===== src/hdl/retimer_params.svh =====
// register offsets, field positions and reset values of the retimer
// register bank; definitions only, included by the design modules
`ifndef RETIMER_PARAMS_SVH
`define RETIMER_PARAMS_SVH

// shared set offsets
`define OFS_BUS_ADDRESS_STRAP   8'h00
`define OFS_REVISION_AND_PART   8'h01
`define OFS_SHARED_CONTROL      8'h04
`define OFS_REGISTER_SET_SELECT 8'hff

// channel set offsets
`define OFS_CHANNEL_SCRATCH     8'h00
`define OFS_DEEMPHASIS_CONTROL  8'h15

// select register fields
`define SEL_CHAN_LSB            0
`define SEL_CHAN_MSB            1
`define SEL_CHANNEL_ENABLE_BIT  2
`define SEL_BROADCAST_BIT       3

// strap register: pins sit in bits 7:4, bits 3:0 reserved
`define STRAP_LSB               4
`define SLAVE_ADDR_BASE         7'h18

// shared control self-clearing fields
`define CTRL_RESET_SHARED_BIT   6
`define CTRL_RESET_MASTER_BIT   5

// de-emphasis field layout
`define DEEMPH_CODE_MSB         2
`define DEEMPH_RANGE_BIT        6

// reset values
`define RST_SELECT              8'h00
`define RST_STRAP               4'h0
`define RST_SHARED_CONTROL      8'h01
`define RST_CHANNEL_SCRATCH     8'h00
`define RST_DEEMPHASIS          8'h00

// value returned for a read of the select register and unmapped offsets
`define READ_INVALID            8'h00
`define READ_UNMAPPED           8'h00

`endif


===== src/hdl/retimer_pkg.sv =====
// types shared by the retimer register bank and its channel sets
// assumes retimer_params.svh for the numeric constants
package retimer_pkg;

    // one register access taken from the smbus protocol engine
    typedef struct packed {
        logic       wrEn;
        logic       rdEn;
        logic [7:0] addr;
        logic [7:0] wdata;
    } regAccess_s;

    // decoded driver de-emphasis of one channel
    typedef struct packed {
        logic       range;
        logic [2:0] code;
        logic [3:0] index;    // 0 = 0 dB .. 14 = -12.0 dB, by depth
        logic [7:0] tenthsDb; // magnitude in tenths of a dB
    } deemph_s;

endpackage


===== src/hdl/retimer_channel_set.sv =====
// one channel register set: scratch register 0x00 and de-emphasis deemphasis_control,
// with the de-emphasis setting decoded into a registered output
// assumes a reset already synchronised to clk by the caller
`timescale 1ns/1ps
`include "retimer_params.svh"

module retimer_channel_set
    import retimer_pkg::*;
(
    input  wire logic       clk,
    input  wire logic       rst_n,
    input  wire logic       wrEn,
    input  wire logic [7:0] addr,
    input  wire logic [7:0] wdata,
    output logic      [7:0] rdData,
    output deemph_s         deemph
);

    logic [7:0] scratch_ff;
    logic [7:0] nxt_scratch;
    logic [7:0] deemphReg_ff;
    logic [7:0] nxt_deemphReg;
    deemph_s    deemph_ff;
    deemph_s    nxt_deemph;

    // table lookup: range 1 gives the fine steps, range 0 the coarse ones
    function automatic deemph_s decode(input logic [7:0] r);
        deemph_s d;
        d.range = r[`DEEMPH_RANGE_BIT];
        d.code  = r[`DEEMPH_CODE_MSB:0];
        d.index = 4'h0;
        d.tenthsDb = 8'h00;
        if (d.range)
        begin
            unique case (d.code)
                3'h0: begin d.index = 4'h0; d.tenthsDb = 8'h00; end
                3'h1: begin d.index = 4'h1; d.tenthsDb = 8'h09; end
                3'h2: begin d.index = 4'h3; d.tenthsDb = 8'h14; end
                3'h3: begin d.index = 4'h4; d.tenthsDb = 8'h1c; end
                3'h4: begin d.index = 4'h5; d.tenthsDb = 8'h21; end
                3'h5: begin d.index = 4'h7; d.tenthsDb = 8'h27; end
                3'h6: begin d.index = 4'h8; d.tenthsDb = 8'h2d; end
                3'h7: begin d.index = 4'ha; d.tenthsDb = 8'h38; end
            endcase
        end
        else
        begin
            unique case (d.code)
                3'h0: begin d.index = 4'h0; d.tenthsDb = 8'h00; end
                3'h1: begin d.index = 4'h2; d.tenthsDb = 8'h0f; end
                3'h2: begin d.index = 4'h6; d.tenthsDb = 8'h23; end
                3'h3: begin d.index = 4'h9; d.tenthsDb = 8'h32; end
                3'h4: begin d.index = 4'hb; d.tenthsDb = 8'h3c; end
                3'h5: begin d.index = 4'hc; d.tenthsDb = 8'h4b; end
                3'h6: begin d.index = 4'hd; d.tenthsDb = 8'h5a; end
                3'h7: begin d.index = 4'he; d.tenthsDb = 8'h78; end
            endcase
        end
        return d;
    endfunction

    // only the documented de-emphasis bits are kept; the rest read zero
    always_comb
    begin
        nxt_scratch   = scratch_ff;
        nxt_deemphReg = deemphReg_ff;
        if (wrEn && addr == `OFS_CHANNEL_SCRATCH)
            nxt_scratch = wdata;
        if (wrEn && addr == `OFS_DEEMPHASIS_CONTROL)
        begin
            nxt_deemphReg = 8'h00;
            nxt_deemphReg[`DEEMPH_RANGE_BIT] = wdata[`DEEMPH_RANGE_BIT];
            nxt_deemphReg[`DEEMPH_CODE_MSB:0] = wdata[`DEEMPH_CODE_MSB:0];
        end
        nxt_deemph = decode(nxt_deemphReg);
    end

    always_ff @(posedge clk or negedge rst_n)
    begin
        if (!rst_n)
        begin
            scratch_ff   <= `RST_CHANNEL_SCRATCH;
            deemphReg_ff <= `RST_DEEMPHASIS;
            deemph_ff    <= '0;
        end
        else
        begin
            scratch_ff   <= nxt_scratch;
            deemphReg_ff <= nxt_deemphReg;
            deemph_ff    <= nxt_deemph;
        end
    end

    // read mux of this set; the caller registers the result
    always_comb
    begin
        unique case (addr)
            `OFS_CHANNEL_SCRATCH:    rdData = scratch_ff;
            `OFS_DEEMPHASIS_CONTROL: rdData = deemphReg_ff;
            default:                 rdData = `READ_UNMAPPED;
        endcase
    end

    assign deemph = deemph_ff;

endmodule


===== src/hdl/retimer_shared_channel_regs.sv =====
// register bank of a four-channel retimer: shared set, select register
// and four channel sets, reached by byte accesses from the smbus engine
// assumes the smbus engine presents one access per pulse on clk
`timescale 1ns/1ps
`include "retimer_params.svh"

module retimer_shared_channel_regs
    import retimer_pkg::*;
#(
    // identity byte of the revision_and_part register; value is arbitrary
    parameter logic [7:0] REVISION_AND_PART = 8'h5a
)
(
    input  wire logic       clk,
    input  wire logic       arst_n,
    input  regAccess_s      access,
    input  wire logic [3:0] addrStrapPin,
    output logic      [7:0] rdData,
    output logic            rdValid,
    output logic      [6:0] slaveAddr,
    output logic      [7:0] selectState,
    output deemph_s   [3:0] deemph
);

    localparam int NUM_CHAN = 4;

    // reset release through two flops; assertion stays asynchronous
    logic       rstMeta_ff;
    logic       rstSync_ff;

    // strap pins cross in from the board, two flops before any use
    logic [3:0] strapMeta_ff;
    logic [3:0] strapSync_ff;

    logic [7:0] select_ff;
    logic [7:0] nxt_select;
    logic [7:0] control_ff;
    logic [7:0] nxt_control;
    logic [3:0] strap_ff;
    logic [3:0] nxt_strap;
    logic [6:0] slaveAddr_ff;
    logic [6:0] nxt_slaveAddr;
    logic [7:0] rdData_ff;
    logic [7:0] nxt_rdData;
    logic       rdValid_ff;
    logic       nxt_rdValid;

    logic [1:0] selChan;
    logic       chanMode;
    logic       broadcast;
    logic       selWrite;
    logic [NUM_CHAN-1:0] chanWr;
    logic [7:0] chanRd [NUM_CHAN];
    logic [7:0] sharedRd;

    always_ff @(posedge clk or negedge arst_n)
    begin
        if (!arst_n)
        begin
            rstMeta_ff <= 1'b0;
            rstSync_ff <= 1'b0;
        end
        else
        begin
            rstMeta_ff <= 1'b1;
            rstSync_ff <= rstMeta_ff;
        end
    end

    always_ff @(posedge clk or negedge rstSync_ff)
    begin
        if (!rstSync_ff)
        begin
            strapMeta_ff <= `RST_STRAP;
            strapSync_ff <= `RST_STRAP;
        end
        else
        begin
            strapMeta_ff <= addrStrapPin;
            strapSync_ff <= strapMeta_ff;
        end
    end

    // routing decoded from the select register
    assign selChan   = select_ff[`SEL_CHAN_MSB:`SEL_CHAN_LSB];
    assign chanMode  = select_ff[`SEL_CHANNEL_ENABLE_BIT];
    assign broadcast = chanMode && select_ff[`SEL_BROADCAST_BIT];
    // register_set_select is never forwarded to any channel set
    assign selWrite  = access.wrEn &&
                       access.addr == `OFS_REGISTER_SET_SELECT;

    // per-channel write strobes; broadcast overrides the channel number
    always_comb
    begin
        chanWr = '0;
        if (access.wrEn && !selWrite && chanMode)
        begin
            for (int i = 0; i < NUM_CHAN; i++)
                chanWr[i] = broadcast || (selChan == i[1:0]);
        end
    end

    // shared set writes, self-clearing fields and the strap capture
    always_comb
    begin
        nxt_select  = select_ff;
        nxt_control = control_ff;
        // self-clearing bits drop back after one cycle
        nxt_control[`CTRL_RESET_SHARED_BIT] = 1'b0;
        nxt_control[`CTRL_RESET_MASTER_BIT] = 1'b0;
        // a pending shared reset returns select and control to defaults; a write in that cycle wins
        if (control_ff[`CTRL_RESET_SHARED_BIT])
        begin
            nxt_select  = `RST_SELECT;
            nxt_control = `RST_SHARED_CONTROL;
        end
        if (selWrite)
            nxt_select = access.wdata;
        else if (access.wrEn && !chanMode
                 && access.addr == `OFS_SHARED_CONTROL)
            nxt_control = access.wdata;
        // strap and identity offsets keep no write path at all
        nxt_strap     = strapSync_ff;
        nxt_slaveAddr = `SLAVE_ADDR_BASE + {3'h0, strapSync_ff};
    end

    always_ff @(posedge clk or negedge rstSync_ff)
    begin
        if (!rstSync_ff)
        begin
            select_ff    <= `RST_SELECT;
            control_ff   <= `RST_SHARED_CONTROL;
            strap_ff     <= `RST_STRAP;
            slaveAddr_ff <= `SLAVE_ADDR_BASE;
        end
        else
        begin
            select_ff    <= nxt_select;
            control_ff   <= nxt_control;
            strap_ff     <= nxt_strap;
            slaveAddr_ff <= nxt_slaveAddr;
        end
    end

    // the four channel sets share the access bus, each with its strobe
    generate
        for (genvar g = 0; g < NUM_CHAN; g++)
        begin : gChan
            retimer_channel_set uSet
            (
                .clk    (clk),
                .rst_n  (rstSync_ff),
                .wrEn   (chanWr[g]),
                .addr   (access.addr),
                .wdata  (access.wdata),
                .rdData (chanRd[g]),
                .deemph (deemph[g])
            );
        end
    endgenerate

    // shared set read mux; reserved strap bits read zero
    always_comb
    begin
        unique case (access.addr)
            `OFS_BUS_ADDRESS_STRAP: sharedRd = {strap_ff, 4'h0};
            `OFS_REVISION_AND_PART: sharedRd = REVISION_AND_PART;
            `OFS_SHARED_CONTROL:    sharedRd = control_ff;
            default:                sharedRd = `READ_UNMAPPED;
        endcase
    end

    // read answer one cycle after the request; the select register
    // gives a fixed invalid value, so software cannot rely on it
    always_comb
    begin
        nxt_rdValid = access.rdEn;
        nxt_rdData  = rdData_ff;
        if (access.rdEn)
        begin
            if (access.addr == `OFS_REGISTER_SET_SELECT)
                nxt_rdData = `READ_INVALID;
            else if (chanMode)
                nxt_rdData = chanRd[selChan];
            else
                nxt_rdData = sharedRd;
        end
    end

    always_ff @(posedge clk or negedge rstSync_ff)
    begin
        if (!rstSync_ff)
        begin
            rdData_ff  <= 8'h00;
            rdValid_ff <= 1'b0;
        end
        else
        begin
            rdData_ff  <= nxt_rdData;
            rdValid_ff <= nxt_rdValid;
        end
    end

    assign rdData      = rdData_ff;
    assign rdValid     = rdValid_ff;
    assign slaveAddr   = slaveAddr_ff;
    assign selectState = select_ff;

endmodule


===== config.mk =====
export PLATFORM = sky130hd
export DESIGN_NAME = retimer_shared_channel_regs
export DESIGN_NICKNAME = d
export VERILOG_FILES = /design/src/hdl/retimer_pkg.sv /design/src/hdl/retimer_channel_set.sv /design/src/hdl/retimer_shared_channel_regs.sv
export VERILOG_INCLUDE_DIRS = /design/src /design/src/hdl
export SDC_FILE = /design/constraint.sdc
export NUM_CORES = 1
export LEC_CHECK = 0
export ABC_AREA = 1
export BUFFER_PORTS_ARGS = -buffer_cell sky130_fd_sc_hd__buf_2
export CORE_ASPECT_RATIO = 1.1
export CORE_MARGIN = 10
export CORE_UTILIZATION = 55
export CTS_CLUSTER_SIZE = 40
export DETAILED_ROUTE_END_ITERATION = 6
export PLACE_DENSITY = 0.85
export SYNTH_ARGS = -nofsm -noshare
export SYNTH_HDL_FRONTEND = slang
export SYNTH_HIERARCHICAL = 1
export SYNTH_SLANG_ARGS = --single-unit

===== constraint.sdc =====
create_clock -name clk -period 8.97 [get_ports clk]
set_input_delay 1.794 -clock clk [delete_from_list [all_inputs] [get_ports clk]]
set_output_delay 1.794 -clock clk [all_outputs]
set_load 0.03 [all_outputs]

After elaboration in Yosys (flattened, before gate mapping):

Memories as Yosys holds them, arrays and structs flattened.
Index checks and enable logic that the tools add are counted.

* register bits after elaboration: 157
* bits in read-only memories: 672
* input bits: 24
* output and inout bits: 88
* word-level logic and storage cells: 99
* memories kept: 8

* add/sub/neg operators: 1
* magnitude comparators: 1
* eq/ne operators: 7
* mux-type cells: 24
* bitwise operators: 1
* reductions and logical operators: 23

Memory list
* (no name shown): words 8, bits a word 11, read ports 1, clocked after Yosys merged registers in 0, wr ports 0, RTL line retimer_channel_set.sv:48 `unique case (d.code)`
* (no name shown): words 8, bits a word 11, read ports 1, clocked after Yosys merged registers in 0, wr ports 0, RTL line retimer_channel_set.sv:48
* (no name shown): words 8, bits a word 11, read ports 1, clocked after Yosys merged registers in 0, wr ports 0, RTL line retimer_channel_set.sv:48
* (no name shown): words 8, bits a word 11, read ports 1, clocked after Yosys merged registers in 0, wr ports 0, RTL line retimer_channel_set.sv:48
* (no name shown): words 8, bits a word 10, read ports 1, clocked after Yosys merged registers in 0, wr ports 0, RTL line retimer_channel_set.sv:35 `unique case (d.code)`
* (no name shown): words 8, bits a word 10, read ports 1, clocked after Yosys merged registers in 0, wr ports 0, RTL line retimer_channel_set.sv:35
* +2 memories

Operators with widths (count)
* $mux W8: 9
* $pmux W8 S2: 4
* $mux W12: 4
* $mux W7: 4
* $pmux W8 S3: 1
* $bmux W8 S2: 1
* $logic_and A1 B1 Y1: 14
* $eq A8 B1 Y1 const B: 1
* $eq A8 B3 Y1 const B: 1
* $eq A8 B5 Y1 const B: 1
* $eq A8 B8 Y1 const B: 1
* $logic_not A8 Y1: 1
* $add A5 B4 Y6 const A: 1
* $eq A2 B2 Y1 const B: 2
* $logic_or A1 B1 Y1: 4
* $mux W4: 1
* $ge A3 B3 Y1 const B: 1
* $not A2 Y3: 1
* $eq A2 B1 Y1 const B: 1
* $logic_not A1 Y1: 2
* $logic_not A2 Y1: 1
* $reduce_bool A2 Y1: 1

Depth between registers and ports, before layout:

Gate-level depths: netlist of the first run.
An unclocked memory read counts as a cell.

* depth after elaboration: 10
* gate-level depth with buffers: 15
* mapped depth without buffers: 14

Cells and area by module:

The synthesis of the first run kept the hierarchy.

Modules (own cells, without submodules)
* retimer_channel_set at gChan[1].uSet ...: instances 3, cells each 187, area each 1398.8 µm², seq. area each 575.6 µm²
* retimer_shared_channel_regs: instances 1, cells each 270, area each 1973.1 µm², seq. area each 1003.5 µm²
* retimer_channel_set at gChan[0].uSet: instances 1, cells each 175, area each 1402.6 µm², seq. area each 575.6 µm²

Least setup slack after synthesis of the first run:

OpenSTA, ideal clock, no wires.

* path type: in2reg
* start point: in access[13] (netlist bit)
* end point: reg gChan[3].uSet.deemph_ff, in the netlist gChan[3].uSet/deemph[8]
* setup time: 0.117 ns
* arrival time: 3.342 ns
* required time: 8.853 ns
* path slack: 5.510 ns
* stages on the path: 14
* path buffers: 1
* path through: nand2_1 > nor2_1 > nand2_1 > nand3_1 > a21oi_1 > buf_2 > nand3_2 > nand2_1 > nand2_1 > ha_1 > inv_1 > nand2_1 > nand3_1 > nand2_1

RTL lines
* from (decl): RTL line retimer_shared_channel_regs.sv:16 `input regAccess_s access,`
* to (signal assigned): RTL line retimer_channel_set.sv:90 `deemph_ff <= nxt_deemph;`
* to (decl): RTL line retimer_channel_set.sv:23 `deemph_s deemph_ff;`

==> results of run 1 <==
-- cell families after synthesis --
kind of cell,count (synthesis)
buf+inv,169
flops,132
fa+ha+maj,20
compound gates,75
other cells,6
simple gates,604
-- worst max-delay path, delay by kind of cell --
family                     cells  cell delay, ps
and+or+nand+nor               10            1200
AOI/OAI and AO/OA              1             780
adders and majority gates      1             380
buffers and inverters          2             250
-- cell type report --
type,instances,area share
Sequential cell,132,0.3818
Inverter,140,0.06063
Timing Repair Buffer,107,0.06208
Clock buffer,18,0.04952
Antenna cell,1,0.0002887
Tap cell,184,0.02656
Clock inverter,14,0.01761
Multi-Input combinational cell,705,0.4015
-- layout by cell type (no fill, tap or decap), types with 3 or more instances in the layout --
| cell | count |
|---|---|
| nor3_4 | 4 |
| conb_1 | 6 |
| ha_1 | 20 |
| nand3_1 | 86 |
| nand2_2 | 33 |
| clkinvlp_4 | 4 |
| nand4_1 | 15 |
| nand2_4 | 10 |
| nor2_4 | 10 |
| nor3_2 | 4 |
| buf_2 | 106 |
| inv_6 | 4 |
| inv_1 | 126 |
| o21ai_0 | 30 |
| nand3_2 | 3 |
| dfrtp_1 | 129 |
| a21oi_1 | 24 |
| a21boi_1 | 3 |
| clkbuf_16 | 17 |
| nand2_1 | 345 |
| nor2_1 | 89 |
| inv_2 | 13 |
| o21ai_1 | 15 |
-- state kept, by name (all words and copies together), names as in the netlist --
signal	count
control_ff	8
gChan.uSet/deemph	52
gChan.uSet/deemphReg_ff	8
gChan.uSet/scratch_ff	32
nxt_strap	4
rdData	8
rdValid	1
rstMeta_ff	1
rstSync_ff	1
selectState	8
slaveAddr	5
strapMeta_ff	4
-- worst max path at each step --
| stage | depth (start not counted) | start | end | slack (ps) |
|---|---|---|---|---|
| 2_1_floorplan | 0 | rstSync_ff$_DFF_PN0_ | control_ff[1]$_DFF_PN0_ | 5020 |
| 3_3_place_gp | 14 | access[8] | gChan[3].uSet/deemph[9]$_DFF_PN0_ | 4610 |
| 3_5_place_dp | 14 | access[8] | gChan[3].uSet/deemph[8]$_DFF_PN0_ | 4520 |
| 4_1_cts | 14 | access[8] | gChan[3].uSet/deemph[8]$_DFF_PN0_ | 4930 |
| 5_1_grt | 12 | access[8] | gChan[3].uSet/deemph[1]$_DFF_PN0_ | 4570 |
| 6_report | 14 | access[8] | gChan[3].uSet/deemph[8]$_DFF_PN0_ | 4870 |
-- through the flow --
| step | setup WS, ps | instances | cell area [sq um] | utilization |
|---|---|---|---|---|
| floorplan | 5024 | 1006 | 7572 | - |
| finish | 4870 | 1301 | 8667 | 0.6505 |
| global route | 4570 | 1300 | 8665 | 0.6504 |
| global placement | 4610 | 1268 | 8083 | 0.6067 |
| detailed placement | 4517 | 1268 | 8083 | 0.6067 |
| CTS | 4931 | 1300 | 8665 | 0.6504 |
-- power groups by stage --
stage	clock network (mW)	registers [mW]	logic, mW
2_1_floorplan	0	0.639	0.0474
3_3_place_gp	0	0.627	0.0911
3_5_place_dp	0	0.627	0.0919
4_1_cts	0.694	0.617	0.0925
5_1_grt	0.722	0.618	0.102
6_report	0.682	0.616	0.0924
-- metal layers --
layer  part of all wire  global-route usage
met5            0.00042                   0
met4              0.011             0.06034
met3              0.074             0.05123
met2               0.49              0.3348
met1               0.42              0.2534
==> metrics.csv, run 1 <==
stage,metric,value,unit
sta,period_minus_slack,4100,ps
synth,synthArstFlopShare,1.000,
global_route,grt_pass1_vias,6213,
synth,yosysTopAreaCellShare,0.4296,
cts,ctsResizeCount,0,
worst_setup_path,path_cells,"buf_2, nand2_1, nor2_1, nand2_1, nand3_1, a21oi_1, nand3_2, nand2_1, nand2_1, ha_1, inv_1, nand2_1, nand3_1, nand2_1",
global_route,grt_use_total,0.2013,
sta,fin_setup_tns,0,ps
route,final_antenna_net_count,0,
synth,synth-simple-area-share,0.3705,
synth,synth_top_family_by_area,simple AND/OR/NAND/NOR gates,
worst_setup_path,cp_slowest_stage_delay,780,ps
synth,synth-seq-area-share,0.4365,
sta,final_max_slew_viol_count,0,
power_and_ir_drop,ir_drop,0.1154,mV
sta,clock.fmax,243.9,MHz
synth,synth_ff_type,dfrtp_1,
synth,ys_ff_latch,132,
synth,synth_xor_area_frac,0,
floorplanning,die_area,0.01887,sq mm
synth,netlist_instances,1006,
cts,cts-root-buf,clkbuf_16,
sta,finalCritPeriodShare,0.4571,
synth,synthTopCellsByArea,"dfrtp_1 (43%), nand2_1 (17%), inv_1 (6.2%)",
floorplanning,coreArea,0.01332,sq mm
run_status,run_status,"finished, violations left",
power_and_ir_drop,seq_power_share,0.443,
power_and_ir_drop,power.switching,0.3515,mW
sta,whs,347.7,ps
global_route,antenna_found_initial,1,
synth,synth_compound_area_frac,0.05304,
synth,synthTopCellsByCount,"nand2_1 (345), dfrtp_1 (130), inv_1 (126)",
floorplanning,initial_core_util,0.5684,
cts,ctsLongestPathBuffers,2,
cells_and_area,fin_nets,1147,
placed_design,place.gp.congestion,0.9656,
power_and_ir_drop,power.total,1.391,mW
flow_run,cap_violations,0,
route,drt_iter0_markers,511,
global_route,grt_pass1_wl,31110,microns
synth,syn_area_per_cell,7.527,sq um
synth,synthMuxAreaShare,0,
cells_and_area,syn_to_final_growth,14.46,%
worst_setup_path,regToRegSetupSlack,5910,ps
run_status,violations,design-rule violations,
worst_setup_path,rr_endpoint,gChan[2].uSet/deemph[1]$_DFF_PN0_,
route,drc_errors,6,
power_and_ir_drop,swShare,0.2527,
cells_and_area,regArea,0.003309,sq mm
cells_and_area,fillCellCount,1137,
global_route,grt_start_max_net_pins,71,
sta,worstMarginPinSlew,936.4,ps
worst_setup_path,crit_type,in -> reg,
worst_setup_path,cp.required,9270,ps
cts,post_cts_buffers,0,
cts,cts_made_buffers,17,
synth,yosysWarnings,6,
placed_design,port_buffers,106,
worst_setup_path,cp_slowest_cell,a21oi_1,
worst_setup_path,crit_top_cell,nand2_1,
synth,syn-cell-area,0.007572,sq mm
power_and_ir_drop,power.density,160.5,mW/mm^2
worst_setup_path,endpoint_kind,register,
route,routedWlPerCell,14.59,microns
synth,yosys.cell_count.top_type,nand2_1,
route,drt-vias-per-instance,5.049,
floorplanning,rows,44,
cts,cts.sinks,132,
cells_and_area,multiInputGateArea,0.003480,sq mm
cts,insertion_delay,420,ps
power_and_ir_drop,p_clk_frac,0.490,
synth,yosysUniqueCellTypes,31,
floorplanning,die_y,143.1,microns
worst_setup_path,crit_arrival,4400,ps
floorplanning,io_pins,112,
route,vias,6569,
placed_design,dp_hpwl,13730,microns
global_route,grt.overflow.total,0,
cts,h-tree-depth,4,
sta,timing.slew.headroom,0.3758,
worst_setup_path,r2r-start,selectState[0]$_DFFE_PN0P_,
worst_hold_path,hold_path_depth,0,
floorplanning,dieWidth,131.9,microns
worst_hold_path,holdPathEnd,slaveAddr[0]$_DFF_PN0_,
worst_setup_path,critPathMaxFanout,11,
sta,finalClockSkew,9.306,ps
worst_hold_path,min_from,nxt_strap[0]$_DFF_PN0_,
worst_setup_path,critPathLaunchType,primary input,
power_and_ir_drop,internal_power,1.039,mW
sta,setup-violations-final,0,
cts,ctsHoldBuffers,0,
synth,synthAdderAreaFrac,0.03305,
cells_and_area,drive_above_1_share,0.2025,
power_and_ir_drop,combinationalPowerShare,0.066,
sta,finalHoldViolations,0,
synth,syn-num-nets,1050,
sta,rsz0062_at_grt,false,
worst_setup_path,ff2ff_path_depth,9,
route,totalWireLength,18980,microns
synth,synth-edff-count,0,
synth,synth_top_area_cell,dfrtp_1,
worst_hold_path,hold_class,reg -> reg,
route,dr.pass1.iters,7,
power_and_ir_drop,power_leakage,5.060,nW
cts,cts_tree,yes,
cts,path_clk_slew,60,ps
Note: power is estimated with default switching activity, not from simulation.
==> run 2, diff against run 1 <==
--- a/config.mk
+++ b/config.mk
@@ -10,7 +10,7 @@
 export BUFFER_PORTS_ARGS = -buffer_cell sky130_fd_sc_hd__buf_2
 export CORE_ASPECT_RATIO = 1.1
 export CORE_MARGIN = 10
-export CORE_UTILIZATION = 55
+export CORE_UTILIZATION = 52
 export CTS_CLUSTER_SIZE = 40
 export DETAILED_ROUTE_END_ITERATION = 6
 export PLACE_DENSITY = 0.85
==> constraint.sdc (replaced) <==
create_clock -name clk -period 3.3 [get_ports clk]
set_input_delay 0.66 -clock clk [delete_from_list [all_inputs] [get_ports clk]]
set_output_delay 0.66 -clock clk [all_outputs]
set_load 0.03 [all_outputs]
==> metrics.csv, run 2 (same netlist as run 1, synthesis figures left out) <==
stage,metric,value,unit,change
floorplanning,coreArea,0.01433,sq mm,was 0.01332 sq mm
route,dr.pass1.iters,5,,was 7
cts,cts_tree,yes,,unchanged
floorplanning,die_area,0.01979,sq mm,was 0.01887 sq mm
floorplanning,initial_core_util,0.5284,,was 0.5684
placed_design,place.gp.congestion,0.9010,,was 0.9656
route,drt_iter0_markers,495,,was 511
cts,insertion_delay,420,ps,about the same
floorplanning,rows,46,,was 44
cts,path_clk_slew,60,ps,about the same
sta,rsz0062_at_grt,false,,unchanged
sta,period_minus_slack,2649,ps,
worst_setup_path,cp_slowest_stage_delay,540,ps,was 780 ps
placed_design,port_buffers,106,,unchanged
worst_setup_path,regToRegSetupSlack,750,ps,was 5910 ps
worst_setup_path,endpoint_kind,register,,unchanged
route,routedWlPerCell,14.19,microns,was 14.59 microns
route,final_antenna_net_count,0,,unchanged
cts,cts.sinks,132,,unchanged
sta,setup-violations-final,0,,unchanged
sta,finalHoldViolations,0,,unchanged
worst_setup_path,cp.required,3650,ps,was 9270 ps
worst_setup_path,critPathLaunchType,primary input,,unchanged
placed_design,dp_hpwl,13880,microns,was 13730 microns
power_and_ir_drop,power.density,425.8,mW/mm^2,was 160.5 mW/mm^2
power_and_ir_drop,swShare,0.2584,,was 0.2527
worst_setup_path,cp_slowest_cell,a21oi_1,,unchanged
power_and_ir_drop,combinationalPowerShare,0.070,,was 0.066
sta,finalClockSkew,14.05,ps,was 9.306 ps
global_route,grt_pass1_vias,6404,,was 6213
sta,final_max_slew_viol_count,0,,unchanged
power_and_ir_drop,p_clk_frac,0.479,,was 0.490
sta,fin_setup_tns,0,ps,unchanged
worst_hold_path,hold_class,in -> async,,was reg -> reg
worst_setup_path,crit_arrival,3000,ps,was 4400 ps
cells_and_area,syn_to_final_growth,15.02,%,was 14.46%
cts,ctsResizeCount,0,,unchanged
global_route,grt.overflow.total,0,,unchanged
sta,clock.fmax,377.5,MHz,
global_route,grt_pass1_wl,30910,microns,was 31110 microns
cells_and_area,fin_nets,1152,,was 1147
cells_and_area,largest_reg_flops,52,,unchanged
global_route,grt_use_total,0.1907,,was 0.2013
cts,ctsLongestPathBuffers,2,,unchanged
power_and_ir_drop,internal_power,2.751,mW,was 1.039 mW
route,totalWireLength,18670,microns,was 18980 microns
route,drt-vias-per-instance,4.975,,was 5.049
route,vias,6547,,was 6569
cells_and_area,final_common_cell,nand2_1,,unchanged
sta,worstMarginPinSlew,746.9,ps,was 936.4 ps
power_and_ir_drop,ir_drop,0.2921,mV,was 0.1154 mV
worst_setup_path,critPathMaxFanout,11,,unchanged
global_route,antenna_found_initial,4,,was 1
cts,h-tree-depth,4,,unchanged
sta,setup_slack,651.2,ps,was 4870 ps
placed_design,pre_cts_slack,305.2,ps,was 4517 ps
flow_run,cap_violations,0,,unchanged
global_route,grt_start_max_net_pins,76,,was 71
cells_and_area,drive_above_1_share,0.2061,,was 0.2025
sta,timing.slew.headroom,0.5021,,was 0.3758
cts,ctsHoldBuffers,0,,unchanged
sta,whs,18.82,ps,was 347.7 ps
floorplanning,die_y,146.6,microns,was 143.1 microns
cells_and_area,fin_util,0.6077,,was 0.6505
cts,cts-root-buf,clkbuf_16,,unchanged
run_status,run_status,finished clean,,"was finished, violations left"
floorplanning,io_pins,112,,unchanged
cells_and_area,final_cell_mix,"nand2_1 (345), dfrtp_1 (129), inv_1 (126)",,unchanged
floorplanning,dieWidth,135.1,microns,was 131.9 microns
sta,finalCritPeriodShare,0.8027,,
power_and_ir_drop,power.switching,0.9582,mW,was 0.3515 mW
worst_setup_path,crit_type,in -> reg,,unchanged
route,drc_errors,0,,was 6
power_and_ir_drop,power_leakage,5.077,nW,was 5.060 nW
cts,post_cts_buffers,0,,unchanged
worst_setup_path,path_cells,"buf_2, nand2_1, nor2_1, nand2_1, nand3_1, a21oi_1, nand3_1, nand2_1, nand2_1, inv_1, nand3_1, nand3_1",,"was buf_2, nand2_1, nor2_1, nand2_1, nand3_1, a21oi_1, nand3_2, nand2_1, nand2_1, ha_1, inv_1, nand2_1, nand3_1, nand2_1"
power_and_ir_drop,seq_power_share,0.451,,was 0.443
cts,cts_made_buffers,17,,unchanged
run 2: area by class of cell:
class | instances | area (sq um)
diodes | 3 | 7.507
clock buffers | 18 | 429.2
clock inverters | 14 | 130.1
fillers | 1253 | 5622
inverters | 140 | 525.5
multi-input cells | 705 | 3480
flip-flops and latches | 132 | 3309
well taps | 192 | 240.2
repair buffers | 112 | 588.1
run 2: through the flow:
step	power [mW]	std cells	instance area, sq um
floorplan	1.867	1006	7574
global route	3.842	1314	8705
global placement	1.954	1281	8143
detailed placement	1.960	1281	8143
finish	3.709	1316	8710
CTS	3.724	1313	8702
run 2: power by group through the flow:
| stage | combinational [mW] | clock [mW] | sequential, mW |
|---|---|---|---|
| after floorplan | 0.129 | 0 | 1.74 |
| after global placement | 0.253 | 0 | 1.70 |
| after detailed placement | 0.257 | 0 | 1.70 |
| after CTS | 0.259 | 1.79 | 1.67 |
| after global routing | 0.285 | 1.88 | 1.68 |
| final | 0.259 | 1.78 | 1.67 |
run 2: worst max-delay path: cells and delay by family:
kind                   cells  cell delay, ps
and+or+nand+nor            9            1250
buffers and inverters      2             540
AOI/OAI and AO/OA          1             540
run 2: per-layer routing:
| metal | GRT usage | part of all wire |
|---|---|---|
| met2 | 0.3175 | 0.49 |
| met5 | 0 | 0.00059 |
| met3 | 0.06108 | 0.086 |
| met4 | 0.05981 | 0.017 |
| met1 | 0.2281 | 0.41 |
run 2: path summary, 6_finish.rpt:
check                                            from                           endpoint  cells after the start
max                                         access[8]  gChan[3].uSet/deemph[1]$_DFF_PN0_                     12
min                                            arst_n               rstSync_ff$_DFF_PN0_                      1
max reg2reg                selectState[2]$_DFFE_PN0P_  gChan[3].uSet/deemph[1]$_DFF_PN0_                      8
min reg2reg                 strapMeta_ff[1]$_DFF_PN0_             nxt_strap[1]$_DFF_PN0_                      0
max in group asynchronous        rstSync_ff$_DFF_PN0_             slaveAddr[4]$_DFF_PN1_                      1
min in group clk                      addrStrapPin[3]          strapMeta_ff[3]$_DFF_PN0_                      1
==> run 3, diff against run 2 <==
==> constraint.sdc (replaced) <==
create_clock -name clk -period 2.35 [get_ports clk]
set_input_delay 0.47 -clock clk [delete_from_list [all_inputs] [get_ports clk]]
set_output_delay 0.47 -clock clk [all_outputs]
set_load 0.03 [all_outputs]
==> metrics.csv, run 3 (same netlist as run 1, synthesis figures left out) <==
stage,metric,value,unit,change
flow_run,cap_violations,0,,unchanged
floorplanning,coreArea,0.01433,sq mm,unchanged
cells_and_area,fin_util,0.6408,,was 0.6077
floorplanning,die_area,0.01979,sq mm,unchanged
route,vias,6960,,was 6547
placed_design,place.gp.congestion,0.9546,,was 0.9010
cells_and_area,final_cell_mix,"nand2_1 (344), dfrtp_1 (128), inv_1 (126)",,"was nand2_1 (345), dfrtp_1 (129), inv_1 (126)"
power_and_ir_drop,power_leakage,5.374,nW,was 5.077 nW
global_route,grt_use_total,0.2028,,was 0.1907
global_route,grt.overflow.total,0,,unchanged
cts,post_cts_buffers,0,,unchanged
cells_and_area,drive_above_1_share,0.2406,,was 0.2061
global_route,grt_start_max_net_pins,54,,was 76
power_and_ir_drop,power.density,624.2,mW/mm^2,was 425.8 mW/mm^2
route,dr.pass1.iters,5,,unchanged
sta,worstMarginPinSlew,738.8,ps,was 746.9 ps
worst_setup_path,cp.required,2650,ps,was 3650 ps
global_route,grt_pass1_vias,6812,,was 6404
sta,setup-violations-final,0,,unchanged
floorplanning,die_y,146.6,microns,unchanged
worst_setup_path,crit_arrival,2440,ps,was 3000 ps
floorplanning,initial_core_util,0.5284,,unchanged
sta,finalCritPeriodShare,0.9086,,
cts,cts.sinks,132,,unchanged
cells_and_area,fin_nets,1199,,was 1152
power_and_ir_drop,ir_drop,0.4582,mV,was 0.2921 mV
worst_setup_path,critPathMaxFanout,8,,was 11
sta,finalHoldViolations,0,,unchanged
worst_setup_path,crit_type,reg -> reg,,was in -> reg
worst_setup_path,endpoint_kind,register,,unchanged
sta,final_max_slew_viol_count,0,,unchanged
placed_design,dp_hpwl,14860,microns,was 13880 microns
sta,rsz0062_at_grt,false,,unchanged
sta,setup_slack,214.8,ps,was 651.2 ps
global_route,grt_pass1_wl,32710,microns,was 30910 microns
floorplanning,io_pins,112,,unchanged
cts,h-tree-depth,4,,unchanged
global_route,antenna_found_initial,0,,was 4
route,drc_errors,0,,unchanged
route,drt_iter0_markers,513,,was 495
placed_design,dpl.cell_count,1327,,was 1281
worst_setup_path,cp_slowest_cell,dfrtp_1,,was a21oi_1
worst_hold_path,hold_class,in -> reg,,was in -> async
cts,cts_made_buffers,17,,unchanged
cells_and_area,antennaDiodeCount,0,,was 3
worst_setup_path,critPathBufInv,3,,was 2
cells_and_area,fin_area,0.009184,sq mm,was 0.008710 sq mm
sta,fin_setup_tns,0,ps,unchanged
sta,clock.fmax,468.3,MHz,
power_and_ir_drop,power.total,5.733,mW,was 3.709 mW
cts,path_clk_slew,60,ps,about the same
sta,period_minus_slack,2135,ps,
run_status,run_status,finished clean,,unchanged
placed_design,placed_area,0.008501,sq mm,was 0.008143 sq mm
cells_and_area,final_common_cell,nand2_1,,unchanged
sta,whs,159.6,ps,was 18.82 ps
cts,insertion_delay,410,ps,was 420 ps
worst_setup_path,cp_slowest_stage_delay,470,ps,was 540 ps
worst_setup_path,cp_top_family,simple AND/OR/NAND/NOR gates,,unchanged
floorplanning,rows,46,,unchanged
cts,ctsLongestPathBuffers,2,,unchanged
worst_setup_path,critPathLaunchType,register,,was primary input
sta,finalClockSkew,6.502,ps,was 14.05 ps
cts,cts_tree,yes,,unchanged
cells_and_area,largest_reg_flops,52,,unchanged
cts,cts-root-buf,clkbuf_16,,unchanged
placed_design,port_buffers,106,,unchanged
route,routedWlPerCell,14.62,microns,was 14.19 microns
route,totalWireLength,19890,microns,was 18670 microns
cells_and_area,finalNonFillerCells,1360,,was 1316
floorplanning,dieWidth,135.1,microns,unchanged
route,drt-vias-per-instance,5.118,,was 4.975
cells_and_area,syn_to_final_growth,21.28,%,was 15.02%
route,final_antenna_net_count,0,,unchanged
sta,timing.slew.headroom,0.5075,,was 0.5021
worst_setup_path,path_cells,"inv_1, a21oi_1, nor2_1, buf_4, nand4_1, nand2_1, ha_1, inv_1, nand2_2, nand3_1, nand2_1",,"was buf_2, nand2_1, nor2_1, nand2_1, nand3_1, a21oi_1, nand3_1, nand2_1, nand2_1, inv_1, nand3_1, nand3_1"
placed_design,pre_cts_slack,-24.87,ps,was 305.2 ps
==> run 3: timing repair <==
action,4_1_cts,5_1_grt
hold endpoints to repair,2,0
endpoints found under the setup margin,0,10
hold buffers,1,0
gates resized for setup,0,3
==> run 3: path summary, 6_finish.rpt <==
kind / start / end / slack, ps / cells past startpoint
min reg2reg: strapMeta_ff[3]$_DFF_PN0_ / nxt_strap[3]$_DFF_PN0_ / 350 / 0
max in group asynchronous: rstSync_ff$_DFF_PN0_ / control_ff[0]$_DFF_PN1_ / 1280 / 1
min in group asynchronous: arst_n / rstMeta_ff$_DFF_PN0_ / 370 / 2
max reg2reg: selectState[1]$_DFFE_PN0P_ / gChan[0].uSet/deemph[1]$_DFF_PN0_ / 210 / 11
min: addrStrapPin[2] / strapMeta_ff[2]$_DFF_PN0_ / 160 / 1
max: selectState[1]$_DFFE_PN0P_ / gChan[0].uSet/deemph[1]$_DFF_PN0_ / 210 / 11
==> run 3: worst register-to-register path: cells and delay by family (launching register included) <==
kind	cells	cell delay (ps)
simple gates	6	720
flops	1	470
buf+inv	3	500
compound gates	1	100
fa+ha+maj	1	250
==> run 3: where the power goes <==
group          internal (mW)  switching (mW)  total, mW
Clock                   1.92            1.07       2.99
Combinational          0.109           0.289      0.397
Sequential              2.31          0.0389       2.35
==> run 3: cell type report <==
class / count / area (sq um)
fill: 1187 / 5147
tap: 192 / 240.2
timing repair buffer: 159 / 955.9
clock inverter: 15 / 240.2
clock buffer: 17 / 425.4
inverter: 140 / 525.5
multi-input combinational: 705 / 3486
sequential: 132 / 3311
==> run 3: layer usage <==
metal / vias to the layer above / track usage / wire length [microns]
met5: - / 0 / 0
met4: 0 / 0.07920 / 588
met3: 52 / 0.05662 / 1618
met2: 289 / 0.3472 / 9988
met1: 3224 / 0.2334 / 7693
li1: 3395 / - / -
